## config.mk

```make
export PLATFORM = sky130hd
export DESIGN_NAME = remote_command_parser
export DESIGN_NICKNAME = d
export VERILOG_FILES = /design/src/inc/rcp_pkg.sv /design/src/hdl/remote_command_parser.sv
export VERILOG_INCLUDE_DIRS = /design/src /design/src/inc
export SDC_FILE = /design/constraint.sdc
export NUM_CORES = 1
export LEC_CHECK = 0
export ABC_AREA = 1
export ABC_CLOCK_PERIOD_IN_PS = 3600
export BUFFER_PORTS_ARGS = -buffer_cell sky130_fd_sc_hd__buf_2
export CORE_UTILIZATION = 35
export DETAILED_ROUTE_END_ITERATION = 8
export PLACE_DENSITY = 0.58
export SYNTH_ARGS = -nofsm -noshare
export SYNTH_HDL_FRONTEND = slang
export SYNTH_SLANG_ARGS = --single-unit
```

## constraint.sdc

```tcl
create_clock -name clk_in -period 3.6 [get_ports clk_in]
set_input_delay 1.08 -clock clk_in [delete_from_list [all_inputs] [get_ports clk_in]]
set_output_delay 1.08 -clock clk_in [all_outputs]
set_load 0.03 [all_outputs]
```

## src/inc/rcp_defs.svh

```systemverilog
`ifndef RCP_DEFS_SVH
`define RCP_DEFS_SVH
`define CH_NL 8'h0A
`define CH_SP 8'h20
`define CH_COLON 8'h3A
`define CH_SEMI 8'h3B
`define CH_STAR 8'h2A
`define CH_QUERY 8'h3F
`define CH_POINT 8'h2E
`define CH_PLUS 8'h2B
`define CH_MINUS 8'h2D
`define CH_E 8'h45
`define CH_R 8'h52
`define CRD_MAX 4'hC
`define KEY_ESCAPE 4'hF
`define LOW_RANGE_MAX 16'h0096
`define NODE_VOLT_AC 4'h7
`define NODE_RANGE 4'h9
`define TOK_ON 96'h4F4E
`define TOK_OFF 96'h4F4646
`define TOK_HIGH 96'h48494748
`define ESR_QYE 2
`define ESR_EXE 4
`define ESR_CME 5
`define STB_QUES 3
`define STB_MAV 4
`define STB_ESB 5
`define STB_RQS 6
`endif

```

## src/inc/rcp_pkg.sv

```systemverilog
package rcp_pkg;
  typedef enum {P_START, P_HDR, P_COMMON, P_DATA, P_SKIP, P_FLUSH_RNG, P_FLUSH_AC}
    parse_state_type;
  typedef enum logic [2:0] {D_NONE, D_NR1, D_NR2, D_NR3, D_BOOL, D_WORD, D_BAD}
    data_kind_type;
endpackage

```

## src/hdl/remote_command_parser.sv

```systemverilog
// Functional notes
// - SRQ output high whenever an enabled service request condition exists.
// - Serial poll request returns the current status byte.
// - Reset leaves the unit in local state; keys and bus both work.
// - In remote only the escape key acts, and it returns to local.
// - Remote state shows an R character at the display corner.
// - New command during an unread response discards it, flags query error.
// - All link bytes are ASCII characters.
// - Numbers parse as integer, decimal, or decimal with exponent.
// - Boolean values are only the words ON and OFF.
// - Character responses stop at twelve characters; strings are unlimited.
// - Header matching is case insensitive.
// - Headers match only exact short or exact long forms.
// - A leading asterisk marks a common command or query.
// - Colons separate headers; at least one space precedes data.
// - Semicolons separate message units.
// - A message ends on EOI, newline, or newline with EOI.
// - Responses end newline plus EOI on GPIB, newline alone on serial.
// - First unit resolves from root, later units from previous unit level.
// - A leading colon in a unit resets the path to root.
// - Coupled commands wait for the terminator; others run in order.
// - Lone out-of-range coupled value errors; grouped with enabler it passes.
`include "rcp_defs.svh"
module remote_command_parser (
  // Clock and reset
  input wire logic clk_in,
  input wire logic nrst_in,
  // Received byte stream
  input wire logic rx_valid_in,
  input wire logic [7:0] rx_byte_in,
  input wire logic rx_eoi_in,
  output logic rx_ready_out,
  // Executed units
  output logic exec_valid_out,
  output logic exec_common_out,
  output logic [23:0] exec_code_out,
  output logic [3:0] exec_node_out,
  output logic exec_query_out,
  output rcp_pkg::data_kind_type exec_kind_out,
  output logic [31:0] exec_mant_out,
  output logic [3:0] exec_frac_out,
  output logic [7:0] exec_exp_out,
  output logic exec_neg_out,
  output logic exec_exp_neg_out,
  output logic exec_bool_out,
  output logic cmd_error_out,
  output logic range_error_out,
  // Response stream
  input wire logic resp_valid_in,
  input wire logic [7:0] resp_byte_in,
  input wire logic resp_last_in,
  input wire logic resp_char_type_in,
  output logic resp_ready_out,
  input wire logic serial_mode_in,
  output logic tx_valid_out,
  output logic [7:0] tx_byte_out,
  output logic tx_eoi_out,
  input wire logic tx_ready_in,
  output logic query_error_out,
  // Status and service request
  input wire logic [7:0] ese_in,
  input wire logic [7:0] sre_in,
  input wire logic ques_in,
  input wire logic esr_clear_in,
  input wire logic poll_req_in,
  output logic [7:0] esr_out,
  output logic srq_out,
  output logic poll_valid_out,
  output logic [7:0] poll_byte_out,
  // Panel and remote state
  input wire logic go_remote_in,
  input wire logic go_local_in,
  input wire logic key_press_in,
  input wire logic [3:0] key_code_in,
  output logic key_valid_out,
  output logic [3:0] key_code_out,
  output logic remote_out,
  output logic [7:0] display_char_out
);
  import rcp_pkg::*;

  parse_state_type pst;
  data_kind_type kind, kind_now, pa_kind;
  logic [95:0] tok;
  logic [3:0] tok_len, node, base, leaf, leaf_now, hdr_match;
  logic [3:0] frac, pa_frac, resp_cnt;
  logic [31:0] mant, pa_mant;
  logic [15:0] ip, pa_int;
  logic [7:0] expo, pa_exp, c, u, esr_set, stb_sum;
  logic [23:0] ccode;
  logic query, common, neg, eneg, pa_neg, pa_eneg, pend_ac, pend_rng, pend_high;
  logic range_high, fake_term, take, take_rx, is_digit, is_alpha, unit_end, is_end;
  logic resp_busy, resp_drop, nl_pend, resp_accept, mav, esb, srq_cond;
  logic press_s1, press_s2, press_s3, next_remote, key_edge;
  logic [3:0] code_s1, code_s2;

  function automatic logic [123:0] node_entry(input logic [3:0] i);
    logic [123:0] e;
    e = '0;
    case (i)
      4'h1: e = {4'h0, 4'h6, 4'h4, 80'("OUTPUT"), 32'("OUTP")};
      4'h2: e = {4'h0, 4'h7, 4'h4, 80'("VOLTAGE"), 32'("VOLT")};
      4'h3: e = {4'h0, 4'h9, 4'h4, 80'("FREQUENCY"), 32'("FREQ")};
      4'h4: e = {4'h1, 4'hA, 4'h4, 80'("PROTECTION"), 32'("PROT")};
      4'h5: e = {4'h1, 4'h5, 4'h4, 80'("STATE"), 32'("STAT")};
      4'h6: e = {4'h4, 4'h5, 4'h3, 80'("CLEAR"), 32'("CLE")};
      4'h7: e = {4'h2, 4'h2, 4'h2, 80'("AC"), 32'("AC")};
      4'h8: e = {4'h2, 4'h2, 4'h2, 80'("DC"), 32'("DC")};
      4'h9: e = {4'h2, 4'h5, 4'h4, 80'("RANGE"), 32'("RANG")};
      default: e = '0;
    endcase
    return e;
  endfunction

  // A token that is neither the exact short nor exact long form never matches.
  function automatic logic [3:0] node_match(input logic [3:0] parent, input logic [95:0] t,
                                            input logic [3:0] n);
    logic [123:0] e;
    logic [3:0] r;
    r = 4'h0;
    for (int i = 1; i < 10; i++) begin
      e = node_entry(4'(i));
      if (e[123:120] == parent && ((n == e[119:116] && t == {16'h0, e[111:32]}) ||
          (n == e[115:112] && t == {64'h0, e[31:0]}))) begin
        r = 4'(i);
      end
    end
    return r;
  endfunction

  function automatic logic [31:0] mul10_add(input logic [31:0] v, input logic [7:0] ch);
    return (v << 3) + (v << 1) + {28'h0, ch[3:0]};
  endfunction

  always_comb begin
    c = fake_term ? `CH_NL : rx_byte_in;
    take_rx = rx_valid_in && rx_ready_out;
    take = fake_term || take_rx;
    u = (c >= 8'h61 && c <= 8'h7A) ? (c - 8'h20) : c;
    is_digit = (c >= 8'h30 && c <= 8'h39);
    is_alpha = (u >= 8'h41 && u <= 8'h5A);
    is_end = take && c == `CH_NL;
    unit_end = take && (c == `CH_SEMI || c == `CH_NL) && pst != P_START &&
               pst != P_FLUSH_RNG && pst != P_FLUSH_AC;
    hdr_match = node_match(node, tok, tok_len);
    leaf_now = (pst == P_HDR) ? hdr_match : leaf;
    kind_now = (pst != P_DATA) ? D_NONE :
               (kind == D_WORD && (tok == `TOK_ON || tok == `TOK_OFF)) ? D_BOOL : kind;
  end

  always_ff @(posedge clk_in or negedge nrst_in) begin
    if (!nrst_in) begin
      pst <= P_START;
      rx_ready_out <= 1'b1;
      fake_term <= 1'b0;
      tok <= '0;
      tok_len <= 4'h0;
      node <= 4'h0;
      base <= 4'h0;
      leaf <= 4'h0;
      query <= 1'b0;
      common <= 1'b0;
      ccode <= 24'h0;
      kind <= D_NONE;
      mant <= 32'h0;
      ip <= 16'h0;
      frac <= 4'h0;
      expo <= 8'h0;
      neg <= 1'b0;
      eneg <= 1'b0;
      pend_ac <= 1'b0;
      pend_rng <= 1'b0;
      pend_high <= 1'b0;
      range_high <= 1'b0;
      pa_kind <= D_NONE;
      pa_mant <= 32'h0;
      pa_int <= 16'h0;
      pa_frac <= 4'h0;
      pa_exp <= 8'h0;
      pa_neg <= 1'b0;
      pa_eneg <= 1'b0;
      exec_valid_out <= 1'b0;
      exec_common_out <= 1'b0;
      exec_code_out <= 24'h0;
      exec_node_out <= 4'h0;
      exec_query_out <= 1'b0;
      exec_kind_out <= D_NONE;
      exec_mant_out <= 32'h0;
      exec_frac_out <= 4'h0;
      exec_exp_out <= 8'h0;
      exec_neg_out <= 1'b0;
      exec_exp_neg_out <= 1'b0;
      exec_bool_out <= 1'b0;
      cmd_error_out <= 1'b0;
      range_error_out <= 1'b0;
    end else begin
      exec_valid_out <= 1'b0;
      cmd_error_out <= 1'b0;
      range_error_out <= 1'b0;
      if (take) begin
        fake_term <= 1'b0;
        if (take_rx && rx_eoi_in && c != `CH_NL) begin
          // EOI on a data byte: the byte is parsed now, the end is replayed next cycle.
          fake_term <= 1'b1;
          rx_ready_out <= 1'b0;
        end else if (fake_term) begin
          rx_ready_out <= 1'b1;
        end
      end
      case (pst)
        P_START: if (take) begin
          if (c == `CH_COLON) begin
            node <= 4'h0;
            pst <= P_HDR;
          end else if (c == `CH_STAR) begin
            pst <= P_COMMON;
          end else if (is_alpha || is_digit) begin
            node <= base;
            tok <= {tok[87:0], u};
            tok_len <= 4'h1;
            pst <= P_HDR;
          end else if (c != `CH_SP && c != `CH_SEMI && c != `CH_NL) begin
            cmd_error_out <= 1'b1;
            pst <= P_SKIP;
          end
        end
        P_HDR, P_COMMON: if (take) begin
          if (is_alpha || is_digit) begin
            tok <= {tok[87:0], u};
            tok_len <= (tok_len == 4'hF) ? 4'hF : tok_len + 4'h1;
          end else if (c == `CH_QUERY) begin
            query <= 1'b1;
          end else if (c == `CH_COLON && pst == P_HDR) begin
            tok <= '0;
            tok_len <= 4'h0;
            node <= hdr_match;
            if (hdr_match == 4'h0) begin
              cmd_error_out <= 1'b1;
              pst <= P_SKIP;
            end
          end else if (c == `CH_SP) begin
            tok <= '0;
            tok_len <= 4'h0;
            kind <= D_NONE;
            mant <= 32'h0;
            ip <= 16'h0;
            frac <= 4'h0;
            expo <= 8'h0;
            neg <= 1'b0;
            eneg <= 1'b0;
            common <= (pst == P_COMMON);
            ccode <= tok[23:0];
            leaf <= hdr_match;
            pst <= P_DATA;
            if (pst == P_HDR && hdr_match == 4'h0) begin
              cmd_error_out <= 1'b1;
              pst <= P_SKIP;
            end
          end else if (c != `CH_SEMI && c != `CH_NL) begin
            cmd_error_out <= 1'b1;
            pst <= P_SKIP;
          end
        end
        P_DATA: if (take) begin
          if (is_digit) begin
            if (kind == D_NONE || kind == D_NR1) begin
              kind <= D_NR1;
              mant <= mul10_add(mant, c);
              ip <= 16'(mul10_add({16'h0, ip}, c));
            end else if (kind == D_NR2) begin
              mant <= mul10_add(mant, c);
              frac <= frac + 4'h1;
            end else if (kind == D_NR3) begin
              expo <= 8'(mul10_add({24'h0, expo}, c));
            end else begin
              kind <= D_BAD;
            end
          end else if (c == `CH_POINT) begin
            kind <= (kind == D_NONE || kind == D_NR1) ? D_NR2 : D_BAD;
          end else if (u == `CH_E && (kind == D_NR1 || kind == D_NR2)) begin
            kind <= D_NR3;
          end else if (is_alpha) begin
            kind <= (kind == D_NONE || kind == D_WORD) ? D_WORD : D_BAD;
            tok <= {tok[87:0], u};
          end else if (c == `CH_PLUS || c == `CH_MINUS) begin
            if (kind == D_NONE) begin
              neg <= (c == `CH_MINUS);
            end else if (kind == D_NR3 && expo == 8'h0) begin
              eneg <= (c == `CH_MINUS);
            end else begin
              kind <= D_BAD;
            end
          end else if (c != `CH_SP && c != `CH_SEMI && c != `CH_NL) begin
            kind <= D_BAD;
          end
        end
        P_SKIP: begin
        end
        P_FLUSH_RNG: begin
          if (pend_rng) begin
            pend_rng <= 1'b0;
            range_high <= pend_high;
            exec_valid_out <= 1'b1;
            exec_common_out <= 1'b0;
            exec_node_out <= `NODE_RANGE;
            exec_query_out <= 1'b0;
            exec_kind_out <= D_WORD;
            exec_bool_out <= pend_high;
          end
          pst <= P_FLUSH_AC;
        end
        P_FLUSH_AC: begin
          if (pend_ac) begin
            pend_ac <= 1'b0;
            if (!range_high && pa_int > `LOW_RANGE_MAX) begin
              range_error_out <= 1'b1;
            end else begin
              exec_valid_out <= 1'b1;
              exec_common_out <= 1'b0;
              exec_node_out <= `NODE_VOLT_AC;
              exec_query_out <= 1'b0;
              exec_kind_out <= pa_kind;
              exec_mant_out <= pa_mant;
              exec_frac_out <= pa_frac;
              exec_exp_out <= pa_exp;
              exec_neg_out <= pa_neg;
              exec_exp_neg_out <= pa_eneg;
              exec_bool_out <= 1'b0;
            end
          end
          pst <= P_START;
          rx_ready_out <= 1'b1;
        end
        default: pst <= P_START;
      endcase
      if (unit_end) begin
        pst <= P_START;
        tok <= '0;
        tok_len <= 4'h0;
        query <= 1'b0;
        common <= 1'b0;
        if (pst == P_COMMON || common) begin
          exec_valid_out <= 1'b1;
          exec_common_out <= 1'b1;
          exec_code_out <= (pst == P_COMMON) ? tok[23:0] : ccode;
          exec_query_out <= query;
          exec_kind_out <= kind_now;
          exec_mant_out <= mant;
          exec_frac_out <= frac;
          exec_exp_out <= expo;
          exec_neg_out <= neg;
          exec_exp_neg_out <= eneg;
        end else if (pst != P_SKIP) begin
          if (leaf_now == 4'h0 || kind_now == D_BAD) begin
            cmd_error_out <= 1'b1;
          end else begin
            base <= node;
            if (leaf_now == `NODE_VOLT_AC && !query) begin
              pend_ac <= 1'b1;
              pa_kind <= kind_now;
              pa_mant <= mant;
              pa_int <= ip;
              pa_frac <= frac;
              pa_exp <= expo;
              pa_neg <= neg;
              pa_eneg <= eneg;
            end else if (leaf_now == `NODE_RANGE && !query) begin
              pend_rng <= 1'b1;
              pend_high <= (tok == `TOK_HIGH);
            end else begin
              exec_valid_out <= 1'b1;
              exec_common_out <= 1'b0;
              exec_node_out <= leaf_now;
              exec_query_out <= query;
              exec_kind_out <= kind_now;
              exec_mant_out <= mant;
              exec_frac_out <= frac;
              exec_exp_out <= expo;
              exec_neg_out <= neg;
              exec_exp_neg_out <= eneg;
              exec_bool_out <= (tok == `TOK_ON);
            end
          end
        end
      end
      if (is_end) begin
        base <= 4'h0;
        pst <= P_FLUSH_RNG;
        rx_ready_out <= 1'b0;
      end
    end
  end

  assign resp_accept = resp_valid_in && resp_ready_out;

  always_ff @(posedge clk_in or negedge nrst_in) begin
    if (!nrst_in) begin
      resp_ready_out <= 1'b1;
      resp_busy <= 1'b0;
      resp_drop <= 1'b0;
      resp_cnt <= 4'h0;
      nl_pend <= 1'b0;
      tx_valid_out <= 1'b0;
      tx_byte_out <= 8'h00;
      tx_eoi_out <= 1'b0;
      query_error_out <= 1'b0;
    end else begin
      query_error_out <= 1'b0;
      if (tx_valid_out && tx_ready_in) begin
        tx_valid_out <= 1'b0;
        resp_ready_out <= !nl_pend;
      end else if (nl_pend && !tx_valid_out) begin
        tx_valid_out <= 1'b1;
        tx_byte_out <= `CH_NL;
        tx_eoi_out <= !serial_mode_in;
        nl_pend <= 1'b0;
      end
      if (resp_accept) begin
        resp_busy <= !resp_last_in;
        resp_cnt <= resp_last_in ? 4'h0 : (resp_cnt == 4'hF) ? 4'hF : resp_cnt + 4'h1;
        if (!resp_drop && !(resp_char_type_in && resp_cnt >= `CRD_MAX)) begin
          tx_valid_out <= 1'b1;
          tx_byte_out <= resp_byte_in;
          tx_eoi_out <= 1'b0;
          resp_ready_out <= 1'b0;
        end
        if (resp_last_in) begin
          resp_drop <= 1'b0;
          if (!resp_drop) begin
            nl_pend <= 1'b1;
            resp_ready_out <= 1'b0;
          end
        end
      end
      if (take_rx && resp_busy && !resp_drop && !(resp_accept && resp_last_in)) begin
        resp_drop <= 1'b1;
        query_error_out <= 1'b1;
      end
    end
  end

  always_comb begin
    esr_set = 8'h00;
    esr_set[`ESR_CME] = cmd_error_out;
    esr_set[`ESR_EXE] = range_error_out;
    esr_set[`ESR_QYE] = query_error_out;
    mav = resp_busy || tx_valid_out || nl_pend;
    esb = |(esr_out & ese_in);
    stb_sum = 8'h00;
    stb_sum[`STB_QUES] = ques_in;
    stb_sum[`STB_MAV] = mav;
    stb_sum[`STB_ESB] = esb;
    srq_cond = |(stb_sum & sre_in);
  end

  always_ff @(posedge clk_in or negedge nrst_in) begin
    if (!nrst_in) begin
      esr_out <= 8'h00;
      srq_out <= 1'b0;
      poll_valid_out <= 1'b0;
      poll_byte_out <= 8'h00;
    end else begin
      // A new error in the clearing cycle still lands.
      esr_out <= (esr_out & ~{8{esr_clear_in}}) | esr_set;
      srq_out <= srq_cond;
      poll_valid_out <= poll_req_in;
      if (poll_req_in) begin
        poll_byte_out <= stb_sum | ({7'h00, srq_cond} << `STB_RQS);
      end
    end
  end

  always_comb begin
    key_edge = press_s2 && !press_s3;
    next_remote = remote_out;
    if (go_remote_in) begin
      next_remote = 1'b1;
    end else if (go_local_in || (key_edge && code_s2 == `KEY_ESCAPE)) begin
      next_remote = 1'b0;
    end
  end

  always_ff @(posedge clk_in or negedge nrst_in) begin
    if (!nrst_in) begin
      press_s1 <= 1'b0;
      press_s2 <= 1'b0;
      press_s3 <= 1'b0;
      code_s1 <= 4'h0;
      code_s2 <= 4'h0;
      remote_out <= 1'b0;
      display_char_out <= `CH_SP;
      key_valid_out <= 1'b0;
      key_code_out <= 4'h0;
    end else begin
      press_s1 <= key_press_in;
      press_s2 <= press_s1;
      press_s3 <= press_s2;
      code_s1 <= key_code_in;
      code_s2 <= code_s1;
      remote_out <= next_remote;
      display_char_out <= next_remote ? `CH_R : `CH_SP;
      key_valid_out <= key_edge && !remote_out;
      key_code_out <= code_s2;
    end
  end
endmodule

```

# [Word-level counts from Yosys, hierarchy flattened]
# Index checks and enable logic that the tools add are counted.
[op_classes] n_eq_ne=120 n_addsub=10 bitwise_logic=12 n_mux=342 magnitude_cmp=8 n_reduce_logical=136
[op_table] op="96-bit 2-to-1 mux" n=15
[op_table] op="32-bit 2-to-1 mux" n=32
[op_table] op="96-bit by 31-bit == test with 1-bit output, second input constant" n=7
[op_table] op="96-bit by 15-bit == test with 1-bit output, second input constant" n=3
[op_table] op="96-bit by 39-bit == test with 1-bit output, second input constant" n=3
[op_table] op="96-bit one-hot mux with 3 select lines" n=1
[op_table] op="4-bit 2-to-1 mux" n=55
[op_table] op="8-bit 2-to-1 mux" n=25
[op_table] op="96-bit by 23-bit == test with 1-bit output, second input constant" n=2
[op_table] op="1-bit 2-to-1 mux" n=150
[op_table] op="32-bit by 3-bit == test with 1-bit output, second input constant" n=4
[op_table] op="16-bit 2-to-1 mux" n=8
[op_table] op="32-bit one-hot mux with 4 select lines" n=1
[op_table] op="3-bit 2-to-1 mux" n=34
[op_table] op="32-bit by 2-bit == test with 1-bit output, second input constant" n=3
[op_table] op="96-bit by 47-bit == test with 1-bit output, second input constant" n=1
[op_table] op="96-bit by 55-bit == test with 1-bit output, second input constant" n=1
[op_table] op="96-bit by 71-bit == test with 1-bit output, second input constant" n=1
[op_table] op="96-bit by 79-bit == test with 1-bit output, second input constant" n=1
[op_table] op="32-bit by 4-bit != test with 1-bit output, second input constant" n=3
[op_table] op="8-bit by 6-bit == test with 1-bit output, second input constant" n=8
[op_table] op="32-bit one-hot mux with 2 select lines" n=1
[op_table] op="1-bit logical AND" n=59
[op_table] op="2-bit != test, second input constant" n=27
[op_table] op="other kinds (72)" n=183
[word_totals] ff_bits=450 output_inout_bits=128 input_bits=51 word_cells=693

# [Longest topological paths before layout]
# Gate-level depths: netlist of the first run.
[logic_depth] depth_word=26 ltp_mapped=25 mapped_depth_nobuf=24

# [Worst setup path after synthesis of the first run]
# OpenSTA, ideal clock, no wires.
[synth_path] path_kind="input port to flip-flop" from="input rx_byte_in[3]" to="register mant[25]" setup_slack_ps=-149 arrival_time_ps=3622 stages=22 setup_time_ps=127 path_buffers=0 t_required_ps=3473 cell_sequence="inv_1 nand2_2 inv_2 fa_1 inv_1 ha_1 nand2_1 nor2_1 nand2_1 o211ai_1 nand3_1 nand2_1 nand2_1 nand2_1 inv_1 o21ai_0 a21boi_0 nor3_1 nand2_1 nand2_1 xnor2_1 o21ai_0"
[synth_via] elab_chain_len=9 elab_cells_between_ends=29 classes_between="add/sub: 2; order compare: 6; eq/ne: 8; mux: 7; reduce/logical: 6"
[synth_rtl] item="from (decl)" line="remote_command_parser.sv:30" rtl="input wire logic [7:0] rx_byte_in,"
[synth_rtl] item="8-bit 2-to-1 mux (*)" line="remote_command_parser.sv:136" rtl="c = fake_term ? `CH_NL : rx_byte_in;"
[synth_rtl] item="8-bit by 7-bit greater-or-equal comparator with 1-bit output / 8-bit by 7-bit less-or-equal comparator with 1-bit output (equally long branches)" line="remote_command_parser.sv:139" rtl="u = (c >= 8'h61 && c <= 8'h7A) ? (c - 8'h20) : c;"
[synth_rtl] item="1-bit logical AND" line="remote_command_parser.sv:139"
[synth_rtl] item="8-bit 2-to-1 mux" line="remote_command_parser.sv:139"
[synth_rtl] item="8-bit by 7-bit greater-or-equal comparator with 1-bit output / 8-bit by 7-bit less-or-equal comparator with 1-bit output (equally long branches)" line="remote_command_parser.sv:141" rtl="is_alpha = (u >= 8'h41 && u <= 8'h5A);"
[synth_rtl] item="1-bit logical AND" line="remote_command_parser.sv:141"
[synth_rtl] item="1-bit logical OR" line="remote_command_parser.sv:228" rtl="if (is_alpha || is_digit) begin"
[synth_rtl] item="2-bit != test (no source line)"
[synth_rtl] item="9-bit AND reduction (no source line)"
[synth_rtl] item="to (signal assigned)" line="remote_command_parser.sv:268" rtl="mant <= mul10_add(mant, c);"
[synth_rtl] item="to (signal assigned)" line="remote_command_parser.sv:271" rtl="mant <= mul10_add(mant, c);"
[synth_rtl] item="to (decl)" line="remote_command_parser.sv:87" rtl="logic [31:0] mant, pa_mant;"
# Mark *: on every way between the ends. The rest lies on a longest branch, timed or not. The select of a mux whose other input is x is not followed.
# A chain may end at the register's enable or synchronous reset.

# [Worst setup path in the final report of the first run]
[layout_path] from="register tok[15]" to="register exec_exp_neg_out"
[layout_via] elab_chain_len=22 elab_cells_between_ends=77 classes_between="eq/ne: 21; mux: 18; reduce/logical: 38"
[layout_rtl] item="from (decl)" line="remote_command_parser.sv:84" rtl="logic [95:0] tok;"
[layout_rtl] item="from (signal assigned)" line="remote_command_parser.sv:219" rtl="tok <= {tok[87:0], u};"
[layout_rtl] item="from (signal assigned)" line="remote_command_parser.sv:229" rtl="tok <= {tok[87:0], u};"
[layout_rtl] item="from (signal assigned)" line="remote_command_parser.sv:284" rtl="tok <= {tok[87:0], u};"
[layout_rtl] item="96-bit by 47-bit == test with 1-bit output / 96-bit by 31-bit == test with 1-bit output (equally long branches)" line="remote_command_parser.sv:123, remote_command_parser.sv:124"
[layout_rtl] item="1-bit logical AND, on equally long branches" line="remote_command_parser.sv:123, remote_command_parser.sv:124"
[layout_rtl] item="1-bit logical OR" line="remote_command_parser.sv:123" rtl="if (e[123:120] == parent && ((n == e[119:116] && t == {16'h0, e[111:32]}) ||"
[layout_rtl] item="1-bit logical AND" line="remote_command_parser.sv:123"
[layout_rtl] item="1-bit 2-to-1 mux" line="remote_command_parser.sv:123"
[layout_rtl] item="2-bit 2-to-1 mux (2 in series)" line="remote_command_parser.sv:123"
[layout_rtl] item="3-bit 2-to-1 mux (4 in series)" line="remote_command_parser.sv:123"
[layout_rtl] item="4-bit 2-to-1 mux (2 in series)" line="remote_command_parser.sv:123"
[layout_rtl] item="4-bit 2-to-1 mux" line="remote_command_parser.sv:146" rtl="leaf_now = (pst == P_HDR) ? hdr_match : leaf;"
[layout_rtl] item="4-bit == test (no source line)"
[layout_rtl] item="1-bit logical AND" line="remote_command_parser.sv:367" rtl="end else if (leaf_now == `NODE_RANGE && !query) begin"
[layout_rtl] item="1-bit 2-to-1 mux" line="remote_command_parser.sv:367"
[layout_rtl] item="1-bit 2-to-1 mux" line="remote_command_parser.sv:358" rtl="if (leaf_now == `NODE_VOLT_AC && !query) begin"
[layout_rtl] item="1-bit 2-to-1 mux (*)" line="remote_command_parser.sv:354" rtl="if (leaf_now == 4'h0 || kind_now == D_BAD) begin"
[layout_rtl] item="1-bit 2-to-1 mux (*)" line="remote_command_parser.sv:353" rtl="end else if (pst != P_SKIP) begin"
[layout_rtl] item="1-bit 2-to-1 mux (*)" line="remote_command_parser.sv:342" rtl="if (pst == P_COMMON || common) begin"
[layout_rtl] item="1-bit 2-to-1 mux (*)" line="remote_command_parser.sv:336" rtl="if (unit_end) begin"
[layout_rtl] item="to (signal assigned)" line="remote_command_parser.sv:327" rtl="exec_exp_neg_out <= pa_eneg;"
[layout_rtl] item="to (signal assigned)" line="remote_command_parser.sv:352" rtl="exec_exp_neg_out <= eneg;"
[layout_rtl] item="to (signal assigned)" line="remote_command_parser.sv:380" rtl="exec_exp_neg_out <= eneg;"
[layout_rtl] item="to (decl)" line="remote_command_parser.sv:44" rtl="output logic exec_exp_neg_out,"
# Mark *: on every way between the ends. The rest lies on a longest branch, timed or not.

==> results.toml, run 1 <==
[sta]
rsz0062_at_grt = "false"
tightest_slew_ps = 725.4
setup-tns-final_ps = 0
fmax_ghz = 0.2948
setup_viol = 0
holdWs_ps = 348.4
slew_violations = 0
min_period_ps = 3393
finalCritPeriodShare_pct = 94.24
finalHoldViolCount = 0
clock_skew_ps = 31.44
max_slew_margin_pct = 51.20

[layout]
area.growth.synth_to_final_pct = 18.70
drive_above_1_share_pct = 16.14
utilization_pct = 42.19
instances_no_fill = 4363
final_area_um2 = 28480
final_nets = 3610

[status]
status = "complete, no violations"

[logic_synthesis]
synth_seq_cells = 411
synth_fa_ha_area_share_pct = 5.819
synth.avg_cell_area_um2 = 7.553
synth.area.mux_share_pct = 0.1356
synth_compound_area_share_pct = 12.49
synth.top_cell.area_share_pct = 42.55
synth_cell_types = 64
synthSimpleGateAreaFrac_pct = 28.88
ys.flop_type = "dfrtp_1"
netlist_area_um2 = 24000
synth_top_family_by_area = "simple AND/OR/NAND/NOR gates"
synthTopCellsByArea = "dfrtp_1 (43%), nand2_1 (13%), nor2_1 (5.5%), ha_1 (5.3%), inv_1 (5.3%)"
synth_cells = 3177
ys.warnings.count = 0
yosysMostFrequentCell = "nand2_1"
synth_edf_count = 0
yosysTopAreaCell = "dfrtp_1"
yosys-top-cells-count = "nand2_1 (810), dfrtp_1 (408), nor2_1 (354)"
synth_xor_area_share_pct = 1.387
ys_seq_area_share_pct = 42.88
async_reset_ff_share_pct = 100.0

[pwr]
p_leak_nw = 13.62
powerDensity_nw_per_um2 = 673.9
ir_drop_uv = 364.0

[floorplanning]
die_h_um = 263.8
core_area_um2 = 67510
initial_utilization_pct = 35.54
num_io_pins = 179
die_area_um2 = 69610
die_x_um = 263.8
fp-row-count = 95

[clock_network]
clock-root-buffer = "clkbuf_16"
clk_pin_slew_worst_paths_ps = 60
cts_buffers = 46
cts.sinks = 411
cts_buffer_depth = 3
worstSkewPairLatency_ps = 590
cts_tree = "done"
ctsHtreeMaxLevel = 2

[worst_setup_path]
critPathMaxStageDelay_ps = 430
reg2regPathDepth = 24
r2r_start = "tok[15]"
required_ps = 4050
r2r_end = "exec_exp_neg_out"
cpMaxStageDelayCell = "dfrtp_1"
endpoint = "exec_exp_neg_out"
crit_start = "tok[15]"
worstPathCellList = "inv_1 -> buf_4 -> nand2_1 -> nor2_4 -> nand2_1 -> nor2_1 -> nand2_1 -> nor2_1 -> nand3_1 -> nand2_1 -> nand2_1 -> nand2_1 -> nor2_1 -> nand3_2 -> nand2_1 -> nand2_2 -> nand3_2 -> nand2_2 -> nor2_1 -> nand2_2 -> nand2_4 -> buf_12 -> nand2_1 -> o21ai_2"
startpoint_type = "register"
crit_type = "register to register"
path_depth = 24
cp_num_buf_inv = 3
path_delay_family = "simple AND/OR/NAND/NOR gates"
r2r_slack_ps = 210
critPathMostFrequentCell = "nand2_1"
endpoint_kind = "register"
arrival_ps = 3840
worstPathMaxFanout = 57

[global_routing]
grt.overflow.total = 0
grt_pass1_vias = 20820
track_usage_pct = 20.04
grt_max_degree = 88
grt_first_pass_wirelength_mm = 113.6
antenna_found_initial = 9

[place]
place_congestion = 0.9959
io_buffers = 165
placed_area_um2 = 26810
hpwl_mm = 52.69
dp.cells = 4276

[drt]
postRouteAntennaNets = 0
num_vias = 21670
firstDrtPassIters = 6
wl_mm = 69.23
wl_per_cell_um = 15.87
drc_errors = 0
vias_per_cell = 4.966
drt-initial-drc-count = 1581

[run]
maxCapViolations = 0

[hold_path]
hold_path.startpoint = "code_s1[2]"
hold_class = "register to register"
-- worst min-delay path by stage --
stage	endpoint	slack (ps)	depth (start not counted)
after floorplan	code_s2[0]	330	0
after global placement	press_s2	330	0
after detailed placement	code_s2[2]	340	0
after CTS	code_s2[3]	350	0
after global routing	code_s2[2]	350	0
final	code_s2[2]	350	0
-- layout by cell type, fill, tap and decap left out, types with 52 or more instances in the layout --
master and instances:
o21ai_0 217, nor2_1 350, ha_1 102, buf_4 148, nand3_1 225, nor3_1 55, dfrtp_1 408, a21oi_1 85
nand4_1 52, inv_1 335, o21ai_1 115, buf_2 164, nand2_1 809
-- kinds of logic after synthesis --
group	after synthesis
other	1
buffers and inverters	473
multiplexers	3
flip-flops	411
AND/OR/NAND/NOR	1606
XOR/XNOR	38
AO/OA/AOI/OAI	537
adder cells (fa/ha/maj)	108
-- per-layer routing --
metal | vias up | wire, um | track usage (%)
met2 | 490 | 30200 | 31.33
met5 | - | 79 | 0
met1 | 10150 | 34070 | 29.20
met3 | 96 | 3461 | 2.824
li1 | 10920 | - | -
met4 | 12 | 1420 | 4.573
-- what timing repair did --
item,4_1_cts,5_1_grt
resized for setup,0,6
endpoints found under the setup margin,0,31
setup buffers,0,0
hold buffers,0,0
-- layout make-up --
type | count | area, um^2
fillers | 6966 | 39030
multi-input cells | 2300 | 11770
flip-flops and latches | 411 | 10290
repair buffers | 332 | 2327
clock buffers | 68 | 1395
inverters | 360 | 1354
well taps | 873 | 1092
clock inverters | 18 | 254.0
diodes | 1 | 2.502
-- report_power, final --
part,switching [mW],internal (mW),leakage [nW]
clock,1.99,3.06,0.815
combinational,5.19,2.32,7.84
sequential,0.943,5.69,4.97
total,8.12,11.1,13.6
-- metrics by stage --
step / setup WS (ps) / power (mW)
2_1_floorplan: 32.23 / 11.43
3_5_place_dp: -305.6 / 14.17
6_report: 207.4 / 19.20
5_1_grt: 2.067 / 20.48
4_1_cts: 236.0 / 19.31
3_3_place_gp: -290.4 / 14.10
-- flip-flops by register name (all words and copies together), names as in the netlist, 8 cells and up --
name           flops
mant              32
ccode             24
tok               96
exec_mant_out     32
expo               8
exec_exp_out       8
pa_mant           32
tx_byte_out        8
esr_out            8
pa_exp             8
ip                16
pa_int            16
exec_code_out     24
No activity file was read; power rests on OpenSTA's default activity.
==> run 2: changes to the inputs <==
--- a/config.mk
+++ b/config.mk
@@ -11,7 +11,7 @@
 export BUFFER_PORTS_ARGS = -buffer_cell sky130_fd_sc_hd__buf_2
 export CORE_UTILIZATION = 35
 export DETAILED_ROUTE_END_ITERATION = 8
-export PLACE_DENSITY = 0.58
+export PLACE_DENSITY_LB_ADDON = 0.12
 export SYNTH_ARGS = -nofsm -noshare
 export SYNTH_HDL_FRONTEND = slang
 export SYNTH_SLANG_ARGS = --single-unit
==> run 2 against run 1 <==
Clock-buffer cell count fell by 3. Die area is the same. Hold slack got worse by 4.3 ps. Critical path depth fell by 2. Highest routed layer is now met4.
==> results.toml, run 2 (same netlist as run 1, synthesis figures left out) <==
[place]
pre_cts_slack_ps = -362.3
io_buffers = 165
place_congestion = 0.9590
placed_area_um2 = 27250
hpwl_mm = 59.29

[floorplanning]
num_io_pins = 179
die_h_um = 263.8
core_area_um2 = 67510
fp-row-count = 95
initial_utilization_pct = 35.54
die_area_um2 = 69610
die_x_um = 263.8

[worst_setup_path]
cpMaxStageDelayCell = "dfrtp_1"
path_delay_family = "simple AND/OR/NAND/NOR gates"
worstPathMaxFanout = 19
endpoint_kind = "register"
crit_type = "register to register"
r2r_start = "tok[27]"
critPathMostFrequentCell = "nand2_1"
critPathMaxStageDelay_ps = 480
crit_start = "tok[27]"
required_ps = 4130
cp_num_buf_inv = 3
worstPathCellList = "inv_2 -> nand2_1 -> inv_1 -> nand2_1 -> nor2_1 -> nand2_1 -> nor2_1 -> nand4_1 -> nand2_1 -> nand2_1 -> nand2_1 -> nor2_1 -> nand3_2 -> a21boi_1 -> nand2_2 -> nand2_1 -> nor2_1 -> nand2_2 -> nand2_4 -> buf_4 -> nand2_1 -> o21ai_1"
arrival_ps = 3900
startpoint_type = "register"

[clock_network]
clock-root-buffer = "clkbuf_16"
cts_tree = "done"
clk_pin_slew_worst_paths_ps = 60
cts.sinks = 411
worstSkewPairLatency_ps = 610
cts_buffer_depth = 3
ctsHoldBuffers = 0
cts_buffers = 49
ctsHtreeMaxLevel = 2

[global_routing]
grt_pass1_vias = 22000
antenna_found_initial = 3
track_usage_pct = 22.37
grt_max_degree = 82
grt.overflow.total = 0
grt_first_pass_wirelength_mm = 124.1

[sta]
finalCritPeriodShare_pct = 93.56
holdWs_ps = 344.1
finalHoldViolCount = 0
slew_violations = 0
fmax_ghz = 0.2969
clock_skew_ps = 36.02
tightest_slew_ps = 660.6
rsz0062_at_grt = "true"
setup-tns-final_ps = 0
max_slew_margin_pct = 55.40
min_period_ps = 3368
fin_ws_ps = 231.9
setup_viol = 0

[layout]
drive_above_1_share_pct = 17.47
layout_commonest_cell = "nand2_1"
top_register = "tok"
fill_cells = 6995
area.growth.synth_to_final_pct = 21.35
final_area_um2 = 29120
final_nets = 3668
layout_common_cells = "nand2_1 (809), dfrtp_1 (408), nor2_1 (351), inv_1 (335), nand3_1 (226)"
diodes = 0
largest_reg_flops = 96

[drt]
wl_per_cell_um = 17.48
wl_mm = 77.27
drc_errors = 0
firstDrtPassIters = 7
drt-initial-drc-count = 1544
postRouteAntennaNets = 0
vias_per_cell = 5.034
num_vias = 22260

[hold_path]
hold_path.startpoint = "code_s1[2]"
hold_class = "register to register"

[pwr]
ir_drop_uv = 371.0
p_total_mw = 20.18
powerDensity_nw_per_um2 = 693.1
p_leak_nw = 13.99

[status]
status = "complete, no violations"

[run]
maxCapViolations = 0
run 2: cell types whose count changed in the layout (fill, tap and decap cells not counted), sizes merged:
cell	previous run	this run
buf	332	387
clkinvlp	1	2
bufinv	5	12
diode	1	0
clkbuf	68	65
inv	359	360
clkinv	13	11
run 2: timing repair:
item | 4_1_cts | 5_1_grt
resized for setup | 0 | 5
setup buffers | 0 | 2
endpoints found under the setup margin | 0 | 23
run 2: power breakdown:
group / total [mW] / switching, mW / internal (mW)
combinational: 7.91 / 5.43 / 2.48
sequential: 6.63 / 0.931 / 5.70
clock: 5.65 / 2.11 / 3.53
run 2: final timing paths:
| path | endpoint | slack [ps] | cells after the start |
|---|---|---|---|
| setup / recovery | exec_frac_out[0] | 230 | 22 |
| max in group asynchronous | ccode[12] | 2260 | 2 |
| min in group asynchronous | key_valid_out | 470 | 1 |
| setup reg to reg | exec_frac_out[0] | 230 | 22 |
| hold / removal | code_s2[2] | 340 | 0 |
| hold reg to reg | code_s2[2] | 340 | 0 |
run 2: worst reg2reg max path: cells and delay by family (launching register included):
family                 cells  cell delay, ps
and+or+nand+nor           17            2020
AOI/OAI and AO/OA          2             210
buffers and inverters      3             580
DFF                        1             480
run 2: area by class of cell:
type	count	area (um^2)	area share [%]
clock inverters	25	456.7	1.568
repair buffers	387	2803	9.624
well taps	873	1092	3.751
flip-flops and latches	411	10290	35.33
multi-input cells	2300	11760	40.38
inverters	360	1354	4.649
clock buffers	65	1366	4.692
run 2: metrics by stage:
stage / util, % / instances
2_1_floorplan: - / 3184
3_3_place_gp: 40.37 / 4329
3_5_place_dp: 40.37 / 4329
4_1_cts: 43.07 / 4419
5_1_grt: 43.13 / 4421
6_report: 43.13 / 4421
run 2: layer usage:
metal	routed length (um)	vias up	GRT usage, %
met1	38400	10650	32.62
met5	0	-	0
li1	-	11020	-
met3	3667	99	3.458
met2	33560	481	34.61
met4	1637	0	5.295
